### src/sonet_serdes_regs.vh
// Offsets, field positions, reset values and timing counts of the SONET parallel control block
`ifndef SONET_SERDES_REGS_VH
`define SONET_SERDES_REGS_VH

`define CORE_CLK_PERIOD_NS  50
`define LOS_TIME_NS         2300
`define LOS_CYCLES          ((`LOS_TIME_NS + `CORE_CLK_PERIOD_NS - 1) / `CORE_CLK_PERIOD_NS)

`define NIBBLE_BITS         4
`define FRAME_PULSE_CYCLES  16
`define FRAME_PULSE_DELAY   8
`define PARITY_LOW_CYCLES   2
`define LOCK_TRANSITIONS    15
`define RATE_WINDOW_CYCLES  255
`define FRAME_PATTERN       16'hf628

`define MODE_TX_ONLY        2'h0
`define MODE_RX_ONLY        2'h1
`define MODE_TRANSCEIVER    2'h2
`define MODE_REPEATER       2'h3

`define REG_STATUS          4'h0
`define REG_MASK            4'h1
`define REG_LIVE            4'h2
`define REG_RESET_VALUE     8'h00

`define EV_LOS_RISE         0
`define EV_LOCK_LOST        1
`define EV_PARITY_ERR       2
`define EV_FRAME_FOUND      3

`endif

### src/sonet_serdes_parallel_ctrl.v
// Parallel side, framing, rate detect, lock and loss-of-signal logic of a SONET serdes
//
// Operation
// - Frame found: boundary pulse four word clocks
// - Receive nibble valid at falling edge, bit0 first
// - Transmit nibble captured on rising edge, bit0 first
// - Autodetect enabled: report line rate code
// - Mode pins select tx, rx, transceiver, repeater
// - Standby low disables device, high operates
// - Framing enable controls byte alignment logic
// - Lock-to-reference low: word clock from reference
// - Local loopback routes transmit serial into receive
// - Lock indicator high when locked within tolerance
// - Loop timing times transmit from recovered clock
// - No transitions 2.3 us: signal lost, zeros
// - Valid signal received clears signal lost
// - Transmit parity even; error pulses flag low for two clocks
// - Reset pin low holds transmit hold and lock
// - Signal detect XOR polarity; loss forces zeros
// - Transmit clock source locked to reference
//
// The address-and-strobe port and the placing of the registers were left to the implementer.
`timescale 1ns/1ns
`include "sonet_serdes_regs.vh"

module sonet_serdes_parallel_ctrl #(
	parameter LOS_CYCLES = `LOS_CYCLES
) (
	input  wire       i_core_clk,
	input  wire       i_rst,
	input  wire       i_reset_n,
	input  wire       i_serial_rx,
	input  wire       i_signal_detect_in,
	input  wire       i_signal_detect_polarity,
	input  wire       i_standby_enable,
	input  wire       i_frame_enable,
	input  wire       i_rate_autodetect_enable,
	input  wire       i_operating_mode_select_lsb,
	input  wire       i_operating_mode_select_msb,
	input  wire       i_lock_to_reference_n,
	input  wire       i_local_loopback_enable,
	input  wire       i_loop_timing_enable,
	input  wire       i_transmit_word_clock,
	input  wire [3:0] i_transmit_nibble,
	input  wire       i_transmit_parity_bit,
	input  wire [3:0] i_reg_addr,
	input  wire [7:0] i_reg_wdata,
	input  wire       i_reg_wr,
	input  wire       i_reg_rd,
	output reg        o_serial_tx,
	output reg        o_recovered_word_clock,
	output reg  [3:0] o_receive_nibble,
	output reg        o_receive_parity_bit,
	output reg        o_frame_boundary_pulse,
	output reg        o_detected_rate_code_lsb,
	output reg        o_detected_rate_code_msb,
	output reg        o_lock_indicator,
	output reg        o_signal_lost,
	output reg        o_parity_good_flag,
	output reg        o_transmit_clock_source,
	output reg  [7:0] o_reg_rdata,
	output wire       o_irq
);

	// Every pin but the register port and i_rst passes two flops; the nibble travels with its clock so they stay aligned
	localparam PW = 18;
	localparam FP_LOAD = `FRAME_PULSE_CYCLES + `FRAME_PULSE_DELAY;
	localparam PAR_LOW = `PARITY_LOW_CYCLES;
	wire [PW-1:0] pins_w = {i_reset_n, i_transmit_parity_bit, i_transmit_nibble,
		i_transmit_word_clock, i_loop_timing_enable, i_local_loopback_enable,
		i_lock_to_reference_n, i_operating_mode_select_msb, i_operating_mode_select_lsb,
		i_rate_autodetect_enable, i_frame_enable, i_standby_enable,
		i_signal_detect_polarity, i_signal_detect_in, i_serial_rx};
	reg  [PW-1:0] meta_r;
	reg  [PW-1:0] sync_r;

	always @(posedge i_core_clk or posedge i_rst)
	begin
		if (i_rst)
		begin
			meta_r <= {PW{1'b0}};
			sync_r <= {PW{1'b0}};
		end
		else
		begin
			meta_r <= pins_w;
			sync_r <= meta_r;
		end
	end

	wire       s_serial_rx  = sync_r[0];
	wire       s_signal_detect_in     = sync_r[1];
	wire       s_polarity   = sync_r[2];
	wire       s_standby    = sync_r[3];
	wire       s_frame_en   = sync_r[4];
	wire       s_autodetect = sync_r[5];
	wire [1:0] s_mode       = sync_r[7:6];
	wire       s_lckref_n   = sync_r[8];
	wire       s_local_loopback_enable      = sync_r[9];
	wire       s_loop_timing_enable   = sync_r[10];
	wire       s_txclk      = sync_r[11];
	wire [3:0] s_txnib      = sync_r[15:12];
	wire       s_transmit_parity_bit      = sync_r[16];
	wire       s_reset_n    = sync_r[17];

	wire active_w = s_standby;
	wire tx_on_w  = active_w & ((s_mode == `MODE_TX_ONLY) | (s_mode == `MODE_TRANSCEIVER));
	wire rx_on_w  = active_w & (s_mode != `MODE_TX_ONLY);
	wire rpt_w    = active_w & (s_mode == `MODE_REPEATER);

	reg  [1:0]  ref_ph_r;
	reg  [1:0]  rx_ph_r;
	reg         prev_bit_r;
	reg  [15:0] hist_r;
	reg  [2:0]  acc_r;
	reg  [3:0]  word_r;
	reg  [7:0]  los_cnt_r;
	reg  [4:0]  fp_cnt_r;
	reg  [3:0]  lock_cnt_r;
	reg  [7:0]  win_r;
	reg  [3:0]  run_r;
	reg  [3:0]  min_run_r;
	reg  [1:0]  rate_r;
	reg         txclk_d_r;
	reg  [3:0]  hold_r;
	reg  [3:0]  tx_sh_r;
	reg  [1:0]  perr_cnt_r;
	reg  [7:0]  status_r;
	reg  [7:0]  mask_r;

	wire rx_bit_w  = s_local_loopback_enable ? o_serial_tx : s_serial_rx;
	wire trans_w   = rx_bit_w ^ prev_bit_r;
	wire sd_loss_w = s_signal_detect_in ^ s_polarity;
	wire [15:0] hist_nxt = {hist_r[14:0], rx_bit_w};
	wire match_w   = (hist_nxt == `FRAME_PATTERN);
	wire align_w   = match_w & s_frame_en;
	wire los_now_w = sd_loss_w | (los_cnt_r >= LOS_CYCLES[7:0]);
	wire los_nxt   = los_now_w | (o_signal_lost & ~match_w);
	wire [1:0] ref_ph_nxt = ref_ph_r + 2'h1;
	wire [1:0] rx_ph_nxt  = align_w ? 2'h0 : rx_ph_r + 2'h1;
	wire use_ref_w = ~s_lckref_n | o_signal_lost;
	wire [1:0] sel_ph_w   = use_ref_w ? ref_ph_r : rx_ph_r;
	wire [1:0] sel_ph_nxt = use_ref_w ? ref_ph_nxt : rx_ph_nxt;
	wire [1:0] tx_ph_w    = s_loop_timing_enable ? rx_ph_r : ref_ph_r;
	wire [4:0] fp_cnt_nxt = (align_w & ~use_ref_w) ? FP_LOAD[4:0]
		: ((fp_cnt_r != 5'h0) ? fp_cnt_r - 5'h1 : 5'h0);

	// Receive side: assemble, align, present on the selected word clock
	always @(posedge i_core_clk or posedge i_rst)
	begin
		if (i_rst)
		begin
			ref_ph_r               <= 2'h0;
			rx_ph_r                <= 2'h0;
			prev_bit_r             <= 1'b0;
			hist_r                 <= 16'h0000;
			acc_r                  <= 3'h0;
			word_r                 <= 4'h0;
			los_cnt_r              <= 8'h00;
			fp_cnt_r               <= 5'h00;
			o_recovered_word_clock <= 1'b0;
			o_receive_nibble       <= 4'h0;
			o_receive_parity_bit   <= 1'b0;
			o_frame_boundary_pulse <= 1'b0;
			o_signal_lost          <= 1'b1;
			o_transmit_clock_source <= 1'b0;
		end
		else
		begin
			ref_ph_r   <= ref_ph_nxt;
			rx_ph_r    <= rx_ph_nxt;
			prev_bit_r <= rx_bit_w;
			hist_r     <= hist_nxt;
			fp_cnt_r   <= fp_cnt_nxt;
			if (trans_w)
				los_cnt_r <= 8'h00;
			else if (los_cnt_r != 8'hff)
				los_cnt_r <= los_cnt_r + 8'h01;
			o_signal_lost <= los_nxt;
			if (rx_ph_r == 2'h3)
				word_r <= {rx_bit_w, acc_r};
			else
				acc_r[rx_ph_r] <= rx_bit_w;
			// Nibble changes on the rising clock edge, so it is settled at the falling one
			o_recovered_word_clock <= active_w & ~sel_ph_nxt[1];
			o_transmit_clock_source <= active_w & ~ref_ph_nxt[1];
			if (sel_ph_w == 2'h3)
			begin
				// Loss of signal sends zeros, timed from the reference
				o_receive_nibble     <= (rx_on_w & ~los_nxt) ? word_r : 4'h0;
				o_receive_parity_bit <= (rx_on_w & ~los_nxt) ? ^word_r : 1'b0;
			end
			o_frame_boundary_pulse <= rx_on_w & (fp_cnt_nxt != 5'h0)
				& (fp_cnt_nxt <= `FRAME_PULSE_CYCLES);
		end
	end

	// Rate detect from the shortest run length seen in a window
	always @(posedge i_core_clk or posedge i_rst)
	begin
		if (i_rst)
		begin
			win_r     <= 8'h00;
			run_r     <= 4'h1;
			min_run_r <= 4'hf;
			rate_r    <= 2'h0;
		end
		else
		begin
			win_r <= win_r + 8'h01;
			if (trans_w)
				run_r <= 4'h1;
			else if (run_r != 4'hf)
				run_r <= run_r + 4'h1;
			if (win_r == `RATE_WINDOW_CYCLES)
			begin
				min_run_r <= 4'hf;
				if (min_run_r <= 4'h1)
					rate_r <= 2'h0;
				else if (min_run_r <= 4'h2)
					rate_r <= 2'h1;
				else if (min_run_r <= 4'h4)
					rate_r <= 2'h2;
				else
					rate_r <= 2'h3;
			end
			else if (trans_w && (run_r < min_run_r))
				min_run_r <= run_r;
		end
	end

	always @(posedge i_core_clk or posedge i_rst)
	begin
		if (i_rst)
		begin
			o_detected_rate_code_lsb <= 1'b0;
			o_detected_rate_code_msb <= 1'b0;
		end
		else
		begin
			o_detected_rate_code_lsb <= active_w & s_autodetect & rate_r[0];
			o_detected_rate_code_msb <= active_w & s_autodetect & rate_r[1];
		end
	end

	// Tolerance check is reduced to a run of good transitions without loss
	always @(posedge i_core_clk or posedge i_rst)
	begin
		if (i_rst)
		begin
			lock_cnt_r       <= 4'h0;
			o_lock_indicator <= 1'b0;
		end
		else
		begin
			if (~s_reset_n | ~active_w | los_nxt)
				lock_cnt_r <= 4'h0;
			else if (trans_w && (lock_cnt_r != `LOCK_TRANSITIONS))
				lock_cnt_r <= lock_cnt_r + 4'h1;
			o_lock_indicator <= s_reset_n & active_w & ~los_nxt
				& (lock_cnt_r == `LOCK_TRANSITIONS);
		end
	end

	// Transmit side: capture on framer clock rise, check parity, serialize bit0 first
	wire txclk_rise_w = s_txclk & ~txclk_d_r;
	// Even parity: an odd count of ones over nibble and parity is the error
	wire par_err_w    = txclk_rise_w & tx_on_w & (^{s_txnib, s_transmit_parity_bit});

	always @(posedge i_core_clk or posedge i_rst)
	begin
		if (i_rst)
		begin
			txclk_d_r          <= 1'b0;
			hold_r             <= 4'h0;
			tx_sh_r            <= 4'h0;
			perr_cnt_r         <= 2'h0;
			o_parity_good_flag <= 1'b1;
			o_serial_tx        <= 1'b0;
		end
		else
		begin
			txclk_d_r <= s_txclk;
			if (~s_reset_n)
				hold_r <= 4'h0;
			else if (txclk_rise_w)
				hold_r <= s_txnib;
			if (par_err_w)
				perr_cnt_r <= PAR_LOW[1:0];
			else if (perr_cnt_r != 2'h0)
				perr_cnt_r <= perr_cnt_r - 2'h1;
			o_parity_good_flag <= ~(par_err_w | (perr_cnt_r > 2'h1));
			if (tx_ph_w == 2'h3)
				tx_sh_r <= hold_r;
			else
				tx_sh_r <= {1'b0, tx_sh_r[3:1]};
			if (rpt_w)
				o_serial_tx <= los_nxt ? 1'b0 : rx_bit_w;
			else
				o_serial_tx <= tx_on_w & ~los_nxt & tx_sh_r[0];
		end
	end

	// Status bits are sticky, cleared by writing one; a new event beats the clear
	wire [7:0] events_w;
	assign events_w[`EV_LOS_RISE]   = los_nxt & ~o_signal_lost;
	assign events_w[`EV_LOCK_LOST]  = o_lock_indicator & ~s_reset_n;
	assign events_w[`EV_PARITY_ERR] = par_err_w;
	assign events_w[`EV_FRAME_FOUND] = align_w;
	assign events_w[7:4]            = 4'h0;
	wire lock_drop_w = o_lock_indicator & (los_nxt | ~active_w);

	always @(posedge i_core_clk or posedge i_rst)
	begin
		if (i_rst)
		begin
			status_r    <= `REG_RESET_VALUE;
			mask_r      <= `REG_RESET_VALUE;
			o_reg_rdata <= 8'h00;
		end
		else
		begin
			status_r <= (status_r & ~((i_reg_wr && (i_reg_addr == `REG_STATUS)) ? i_reg_wdata
				: 8'h00)) | events_w | {6'h00, lock_drop_w, 1'b0};
			if (i_reg_wr && (i_reg_addr == `REG_MASK))
				mask_r <= i_reg_wdata;
			if (i_reg_rd)
			begin
				case (i_reg_addr)
					`REG_STATUS: o_reg_rdata <= status_r;
					`REG_MASK:   o_reg_rdata <= mask_r;
					`REG_LIVE:   o_reg_rdata <= {s_mode, rate_r, o_parity_good_flag,
						o_frame_boundary_pulse, o_lock_indicator, o_signal_lost};
					default:     o_reg_rdata <= 8'h00;
				endcase
			end
			else
				o_reg_rdata <= 8'h00;
		end
	end

	assign o_irq = |(status_r & mask_r);

endmodule // sonet_serdes_parallel_ctrl

### config.mk
export PLATFORM = sky130hd
export DESIGN_NAME = sonet_serdes_parallel_ctrl
export DESIGN_NICKNAME = d
export VERILOG_FILES = /design/src/sonet_serdes_parallel_ctrl.v
export VERILOG_INCLUDE_DIRS = /design/src /design/src/src
export SDC_FILE = /design/constraint.sdc
export NUM_CORES = 1
export LEC_CHECK = 0
export ABC_AREA = 1
export BUFFER_PORTS_ARGS = -buffer_cell sky130_fd_sc_hd__buf_4
export CAP_MARGIN = 20
export CORE_UTILIZATION = 31
export DETAILED_ROUTE_END_ITERATION = 12
export PLACE_DENSITY = 0.47
export SETUP_SLACK_MARGIN = 0.3
export SLEW_MARGIN = 10
export SYNTH_ARGS = -nofsm -noshare
export SYNTH_HDL_FRONTEND = slang
export SYNTH_SLANG_ARGS = --single-unit
### constraint.sdc
create_clock -name i_core_clk -period 4.5 [get_ports i_core_clk]
set_clock_uncertainty 0.2 [all_clocks]
set_input_delay 0.45 -clock i_core_clk [delete_from_list [all_inputs] [get_ports i_core_clk]]
set_output_delay 0.45 -clock i_core_clk [all_outputs]
set_load 0.02 [all_outputs]
# == Word-level counts from Yosys, hierarchy flattened ==
# Cells that the tools add are included.
# word_totals
ff_bits,147
output_inout_bits,23
word_cells,167
# op_classes
n_addsub,8
n_lt_le_gt_ge,9
n_eq_ne,14
mux,33
bitwise,51
reduce_logical,19
# ops
op,n
2-to-1 mux 4 bit,10
2-to-1 mux 8 bit,4
bitwise AND 1 bit,25
case mux 8 bit (3 select lines),1
adder 8 x 1 -> 8 bit (second input constant),2
bitwise AND 8 bit,2
== test 16 bit (second input constant),1
2-to-1 mux 2 bit,8
nonzero test 2 bit,7
inverter 1 bit,11
== test 2 bit (second input constant),5
2-to-1 mux 5 bit,2
nonzero test 5 bit,2
adder 4 x 1 -> 4 bit (second input constant),2
== test 8 bit (second input constant),1
greater-or-equal comparator 8 x 6 -> 1 bit (second input constant),1
!= test 4 bit (second input constant),2
!= test 8 bit (second input constant),1
inverter 8 bit,1
OR 1 bit,8
OR 8 x 2 -> 8 bit,1
OR 8 x 4 -> 8 bit,1
OR reduction 8 bit,1
2-to-1 mux 1 bit,6
23 further kinds,29

# == Longest topological paths before layout ==
# Gate-level depths: netlist of the first run.
# depth
ltp_word,9
mapped_depth,13
depth_no_buf,13

# == Least setup slack after synthesis of the first run ==
# Ideal clock, no wire load.
# synth_path
path_type,flip-flop to flip-flop
startpoint,register o_serial_tx
endpoint,register lock_cnt_r[3]
setup_ps,120
arrival_ps,1604
t_required_ps,4180
path_slack_ps,2576
path_stages_with_launch,11
n_path_buf,1
period_less_slack_ps,1924
path_cell_list,dfrtp_1 inv_1 nand2_1 o21ai_1 ha_1 buf_2 nand2_1 inv_1 nand4_1 xor2_1 nor2_1
# synth_via
elab_chain_cells,7
# synth_rtl
element,line_no,text
from (decl),sonet_serdes_parallel_ctrl.v:50,"output reg o_serial_tx,"
from (signal assigned),sonet_serdes_parallel_ctrl.v:298,o_serial_tx <= los_nxt ? 1'b0 : rx_bit_w;
from (signal assigned),sonet_serdes_parallel_ctrl.v:300,o_serial_tx <= tx_on_w & ~los_nxt & tx_sh_r[0];
2-to-1 mux 1 bit *,sonet_serdes_parallel_ctrl.v:131,wire rx_bit_w = s_local_loopback_enable ? o_serial_tx : s_serial_rx;
== test 16 bit (no source line),-,
inverter 1 bit,sonet_serdes_parallel_ctrl.v:138,wire los_nxt = los_now_w | (o_signal_lost & ~match_w);
bitwise AND 1 bit,sonet_serdes_parallel_ctrl.v:138,
OR 1 bit,sonet_serdes_parallel_ctrl.v:138,
OR 1 bit,sonet_serdes_parallel_ctrl.v:256,if (~s_reset_n | ~active_w | los_nxt)
2-to-1 mux 4 bit or nonzero test 2 bit (tied branches),-,
to (signal assigned),sonet_serdes_parallel_ctrl.v:259,lock_cnt_r <= lock_cnt_r + 4'h1;
to (decl),sonet_serdes_parallel_ctrl.v:119,reg [3:0] lock_cnt_r;
# Every way passes the cells marked *; elsewhere a longest branch is shown, timed or not.
# A chain may end at the register's enable or synchronous reset.

# == Worst setup path in the final report of the first run ==
# layout_path
startpoint,register status_r[7]
endpoint,output port o_irq
# layout_via
elab_chain_cells,2
# layout_rtl
element,line_no,text
from (decl),sonet_serdes_parallel_ctrl.v:128,reg [7:0] status_r;
from (signal assigned),sonet_serdes_parallel_ctrl.v:317,status_r <= `REG_RESET_VALUE;
from (signal assigned),sonet_serdes_parallel_ctrl.v:323,status_r <= (status_r & ~((i_reg_wr && (i_reg_addr == `REG_STATUS)) ? i_reg_wdata
bitwise AND 8 bit,sonet_serdes_parallel_ctrl.v:342,assign o_irq = |(status_r & mask_r);
OR reduction 8 bit,sonet_serdes_parallel_ctrl.v:342,
to (decl),sonet_serdes_parallel_ctrl.v:62,output wire o_irq
# No other way between the ends.

==> results of run 1 <==
[final timing paths]
check | from | to | slack [ns] | cells past startpoint
worst min register to register | meta_r[8] | sync_r[8] | 0.14 | 0
worst max-delay path | status_r[7] | o_irq | 2.37 | 5
worst max register to register | sync_r[9] | o_recovered_word_clock | 2.42 | 10
worst min-delay path | i_reg_wdata[5] | status_r[5] | 0.02 | 2
max in group asynchronous | i_rst | min_run_r[3] | 2.57 | 5
min in group asynchronous | i_rst | meta_r[4] | 0.43 | 3
[power breakdown]
group / leakage, nW / switching, mW / total (mW) / internal [mW]
registers: 1.82 / 0.0849 / 1.54 / 1.45
logic: 1.47 / 0.288 / 0.494 / 0.205
clock network: 0.289 / 0.540 / 1.43 / 0.886
total: 3.58 / 0.913 / 3.46 / 2.54
[cell usage after synthesis (5+ instances only)]
cell / n / share of area, %
xor2_1: 11 / 1.7
nand2_1: 80 / 5.3
xnor2_1: 9 / 1.4
o21ai_0: 40 / 3.5
nand4_1: 8 / 0.88
dfrtp_1: 139 / 61
dfstp_2: 7 / 3.2
nand3_1: 25 / 2.2
nand2_2: 5 / 0.55
inv_1: 89 / 5.9
a21oi_1: 22 / 1.9
nor3_1: 5 / 0.44
ha_1: 16 / 3.5
nor2_1: 40 / 2.6
o21ai_1: 7 / 0.61
[layout make-up]
class	count	area, sq um	area share [%]
Clock buffer	19	443	6.12
Clock inverter	12	159	2.19
Inverter	92	352	4.85
Multi-Input combinational cell	300	1670	23.1
Sequential cell	146	3660	50.6
Tap cell	229	287	3.96
Timing Repair Buffer	79	671	9.26
[routing by layer]
layer  GRT usage [%]  vias to the layer above  part of all wire [%]
met5               0                        -                     0
met4            5.13                        0                   1.2
met3            3.72                       15                   3.7
met2            20.2                       59                    46
met1            17.4                     1838                    50
li1                -                     1929                     -
[cell families after synthesis]
group | count (synthesis) | share of synthesized area (%)
and+or+nand+nor | 172 | 13.5
DFF | 146 | 64.3
AOI/OAI and AO/OA | 90 | 8.85
xor gates and xnor gates | 20 | 3.07
muxes | 2 | 0.395
adders and majority gates | 16 | 3.51
buffers and inverters | 94 | 6.39
[through the flow]
step / cell area [sq um] / setup WS [ns] / std cells / utilization, % / hold slack, ns
global placement: 6410 / 2.43 / 824 / 35.7 / 0.134
CTS: 7240 / 2.33 / 877 / 40.3 / 0.00226
global route: 7240 / 2.18 / 877 / 40.3 / 0.00438
finish: 7240 / 2.37 / 877 / 40.3 / 0.0209
floorplan: 5700 / 2.02 / 540 / - / 0.131
detailed placement: 6430 / 2.40 / 825 / 35.8 / 0.135
[sequential cells by signal, summed over array words and instances, names as in the netlist, 5 cells and up]
signal and cells:
fp_cnt_r 5, hist_r 15, sync_r 18, meta_r 18, status_r 8, win_r 8, mask_r 8, los_cnt_r 8
o_reg_rdata 8
[cell usage in the layout, fill, tap and decap left out, drive strengths merged, types with 7 or more instances in the layout]
master / instances
clkinv: 7
nand3: 26
clkbuf: 19
dfstp: 7
nor2: 45
a21oi: 23
buf: 58
dlygate4sd3: 21
nand4: 9
dfrtp: 139
ha: 16
xnor2: 9
nand2: 85
inv: 91
xor2: 11
nor3: 7
o21ai: 49
[repair_timing]
item	4_1_cts	5_1_grt
hold buffers	21	0
hold endpoints to repair	43	0
gates resized for setup	0	0
==> results.toml, run 1 <==
[clocking]
clkTransAtPathRegs_ns = 0.06
post_cts_buffers = 0
htreeDepth = 4
clk_latency_ns = 0.41
root_buffer = "clkbuf_16"
cts_tree = "yes"
clock-sinks = 146
cts_made_buffers = 17
ctsLongestPathBuffers = 2

[synth]
synth_cell_type_count = 36
synth_nets = 590
avgSynthCellArea_sq_um = 10.5
synth_area_sq_mm = 0.00570
seq_area_frac_synth_pct = 64.3
ys_async_sr_fraction_pct = 100
yosysWarnings = 0
ys.flop_type = "dfrtp_1"
ys_seq_elements = 146
syn_inst = 540
synth-edff-count = 0

[drt]
antenna_left = 0
routed_via_density = 4.38
drt-pass1-iter-count = 4
first_iter_violations = 156
drc = 0
num_vias = 3841
drt-total-wl_microns = 11100
wire_per_inst_microns = 12.6

[global_route]
grt_max_degree = 98
antenna_found_initial = 0
grt_pass1_vias = 3844
overflow = 0
grt_first_pass_wirelength_microns = 18700
grt_use_total_pct = 13.1

[sta]
relSlewSlack_pct = 65.7
fin_crit_sh_pct = 47.3
setup_viol = 0
setup_tns_ns = 0
fin_crit_ns = 2.13
tightest_slew_ns = 0.514
rsz0062_at_grt = "false"
hold_viol_final = 0
final_max_slew_viol_count = 0
fmax_ghz = 0.469

[die]
start_util_pct = 31.7
ios = 57
rows = 49
die_w_microns = 138
die_h_microns = 138
core_area_sq_mm = 0.0180
die_area_sq_mm = 0.0189

[setup_path]
crit_family = "flip-flops"
slowest_stage = "dfrtp_1"
end_kind = "primary output"
path_cells = "inv_1 > o22ai_1 > a21oi_1 > nand4_1 > buf_4"
cp_max_fo = 3
cp_data_arrival_time_ns = 1.48
cp_slowest_stage_delay_ns = 0.36
path_buf_inv = 2
cp-start-kind = "flop"
required_ns = 3.85
worstSetupPathType = "reg -> out"

[power]
p_per_area_mw_per_mm2 = 477
power_mw = 3.46
ir_worst_vdd_uv = 272
power_leakage_nw = 3.58

[flow_run]
maxCapViolCount = 0

[cells_and_area]
drive_gt1_share_pct = 18.1
area_delta_synth_final_pct = 27.1
nNetsFinal = 686
fillers = 1767
diodes = 0

[run_status]
status = "complete, no violations"

[placement]
dpl.hpwl_microns = 7970
place_congestion = 0.832
portBuffers = 56

[hold_path]
hp-class = "in -> reg"
Power figures use the tool's default switching activity.
==> run 2: changes to the inputs <==
clock period = 1.8 ns   (was 4.5 ns; I/O delays follow)
==> run 2 against run 1 <==
The run now ends with negative setup slack left. Die area unchanged. Count of clock-buffer cells in the layout is 1 lower. Via count is 9.1% higher. Combinational power grew to 3.7 times the previous value. Power grew to 2.7 times the previous value. Core utilization is 5.1 points higher. Cell area rose by 13%. Routed wire length is 13% higher. Sequential cell count unchanged. First-iteration DRC count increased by 31%. Register-to-register slack worse by 2.5 ns. Clock power grew to 2.6 times the previous value. Largest cell class unchanged.
==> results.toml, run 2 (synthesized netlist as in run 1, its figures left out) <==
[run_status]
status = "complete, but fails checks"
violations = "negative setup slack"

[sta]
hold_viol_final = 0
tightest_slew_ns = 0.512
relSlewSlack_pct = 65.9
layout_setup_ws_ns = -0.0336
fmax_ghz = 0.545
final_max_slew_viol_count = 0
whs_ns = 0.0201
rsz0062_at_grt = "true"
fin_crit_ns = 1.83
fin_crit_sh_pct = 102
setup_viol = 6

[global_route]
antenna_found_initial = 0
grt_first_pass_wirelength_microns = 20400
grt_use_total_pct = 14.5
grt_pass1_vias = 4256
gr-usage-met3_pct = 4.16
grt_max_degree = 94
met1_usage_pct = 17.7
use_met2_pct = 23.7
grt_busiest_layer = "met2"
overflow = 0

[setup_path]
cp-start-kind = "flop"
path_buf_inv = 1
required_ns = 1.92
path_cells = "o21ai_2 > ha_4 > nand3_4 > nor2_4 > buf_12 > nand4_4 > nand2_2 > nor2_2 > a21oi_2 > nor2_1"
end_kind = "flop"
cp_data_arrival_time_ns = 1.95
crit_family = "simple AND/OR/NAND/NOR gates"
worstSetupPathType = "reg -> reg"
cp_max_fo = 4
cp_slowest_stage_delay_ns = 0.38
slowest_stage = "dfrtp_1"

[cells_and_area]
top_regs = "meta_r x18, sync_r x18, hist_r x15"
nNetsFinal = 745
drive_gt1_share_pct = 33.8
final_common_cell = "dfrtp_1"
seq_area_sq_mm = 0.00366
fillers = 1704
diodes = 0
multi_input_area_sq_mm = 0.00199
area_delta_synth_final_pct = 43.1
mostFrequentLayoutCells = "dfrtp_1 (138), buf_4 (90), inv_1 (74), nand2_1 (74), nor2_1 (31)"

[clocking]
clkTransAtPathRegs_ns = 0.06
clk_latency_ns = 0.42
ctsLongestPathBuffers = 2
htreeDepth = 4
cts_tree = "yes"
cts_made_buffers = 17
clock-sinks = 146
root_buffer = "clkbuf_16"

[power]
power_mw = 9.35
ir_worst_vdd_uv = 722
p_per_area_mw_per_mm2 = 1150
power_leakage_nw = 3.96

[drt]
first_iter_violations = 205
routed_via_density = 4.47
antenna_left = 0
wire_per_inst_microns = 13.3
drc = 0
drt-pass1-iter-count = 4
num_vias = 4192
drt-total-wl_microns = 12400

[die]
die_area_sq_mm = 0.0189
start_util_pct = 31.7
rows = 49
ios = 57
core_area_sq_mm = 0.0180
die_h_microns = 138
die_w_microns = 138

[placement]
portBuffers = 56
place_congestion = 0.823
dpl.hpwl_microns = 8180

[flow_run]
maxCapViolCount = 0

[hold_path]
hp-class = "in -> reg"
[run 2: changes by cell type in the layout (fill, tap and decap cells not counted), sizes merged]
cell	change
buf	+52
dlygate4sd3	+7
inv	+2
clkbuf	-1
[run 2: layout make-up]
class | instances | share of cell area (%)
Clock inverter | 14 | 2.19
Timing Repair Buffer | 138 | 14.9
Tap cell | 229 | 3.51
Clock buffer | 18 | 5.39
Multi-Input combinational cell | 300 | 24.5
Sequential cell | 146 | 44.9
Inverter | 92 | 4.59
[run 2: power breakdown]
| part | switching, mW | internal (mW) | total [mW] |
|---|---|---|---|
| clock network | 1.42 | 2.24 | 3.66 |
| logic | 0.951 | 0.878 | 1.83 |
| registers | 0.232 | 3.63 | 3.87 |
| total | 2.60 | 6.75 | 9.35 |
[run 2: repair_timing]
item	in CTS	in global routing
resized for setup	69	51
setup buffers	22	12
hold buffers	28	0
pin swaps	20	20
hold endpoints to repair	181	0
endpoints found under the setup margin	45	49
[run 2: final timing paths]
check / start / endpoint / slack, ns / depth (start not counted)
hold / removal: i_reg_wr / status_r[3] / 0.02 / 4
hold reg to reg: meta_r[1] / sync_r[1] / 0.15 / 0
setup / recovery: sync_r[0] / o_frame_boundary_pulse / -0.03 / 10
setup reg to reg: sync_r[0] / o_frame_boundary_pulse / -0.03 / 10
max in group asynchronous: i_rst / o_parity_good_flag / 0.70 / 4
min in group asynchronous: i_rst / meta_r[10] / 0.22 / 4
[run 2: worst register-to-register path: cells and delay by family (launching register included)]
kind,cells,cell delay [ns]
AOI/OAI and AO/OA,2,0.30
DFF,1,0.38
adders and majority gates,1,0.17
buffers and inverters,1,0.12
and+or+nand+nor,6,0.58
[run 2: metrics by stage]
step	setup TNS, ns	util (%)	instance area, sq um	std cells	setup slack (ns)
6_report	-0.0943	45.4	8150	937	-0.0336
2_1_floorplan	-56.68	-	5720	540	-0.407
4_1_cts	-0.0556	43.8	7870	925	-0.0289
3_3_place_gp	0	36.7	6590	843	0.0303
3_5_place_dp	-0.0268	36.7	6590	843	-0.0192
5_1_grt	-2.19	45.4	8150	937	-0.155
[run 2: routing by layer]
metal,wire length (microns),vias up
met3,452,21
li1,-,2043
met1,5510,2048
met4,210,0
met5,0,-
met2,6280,80
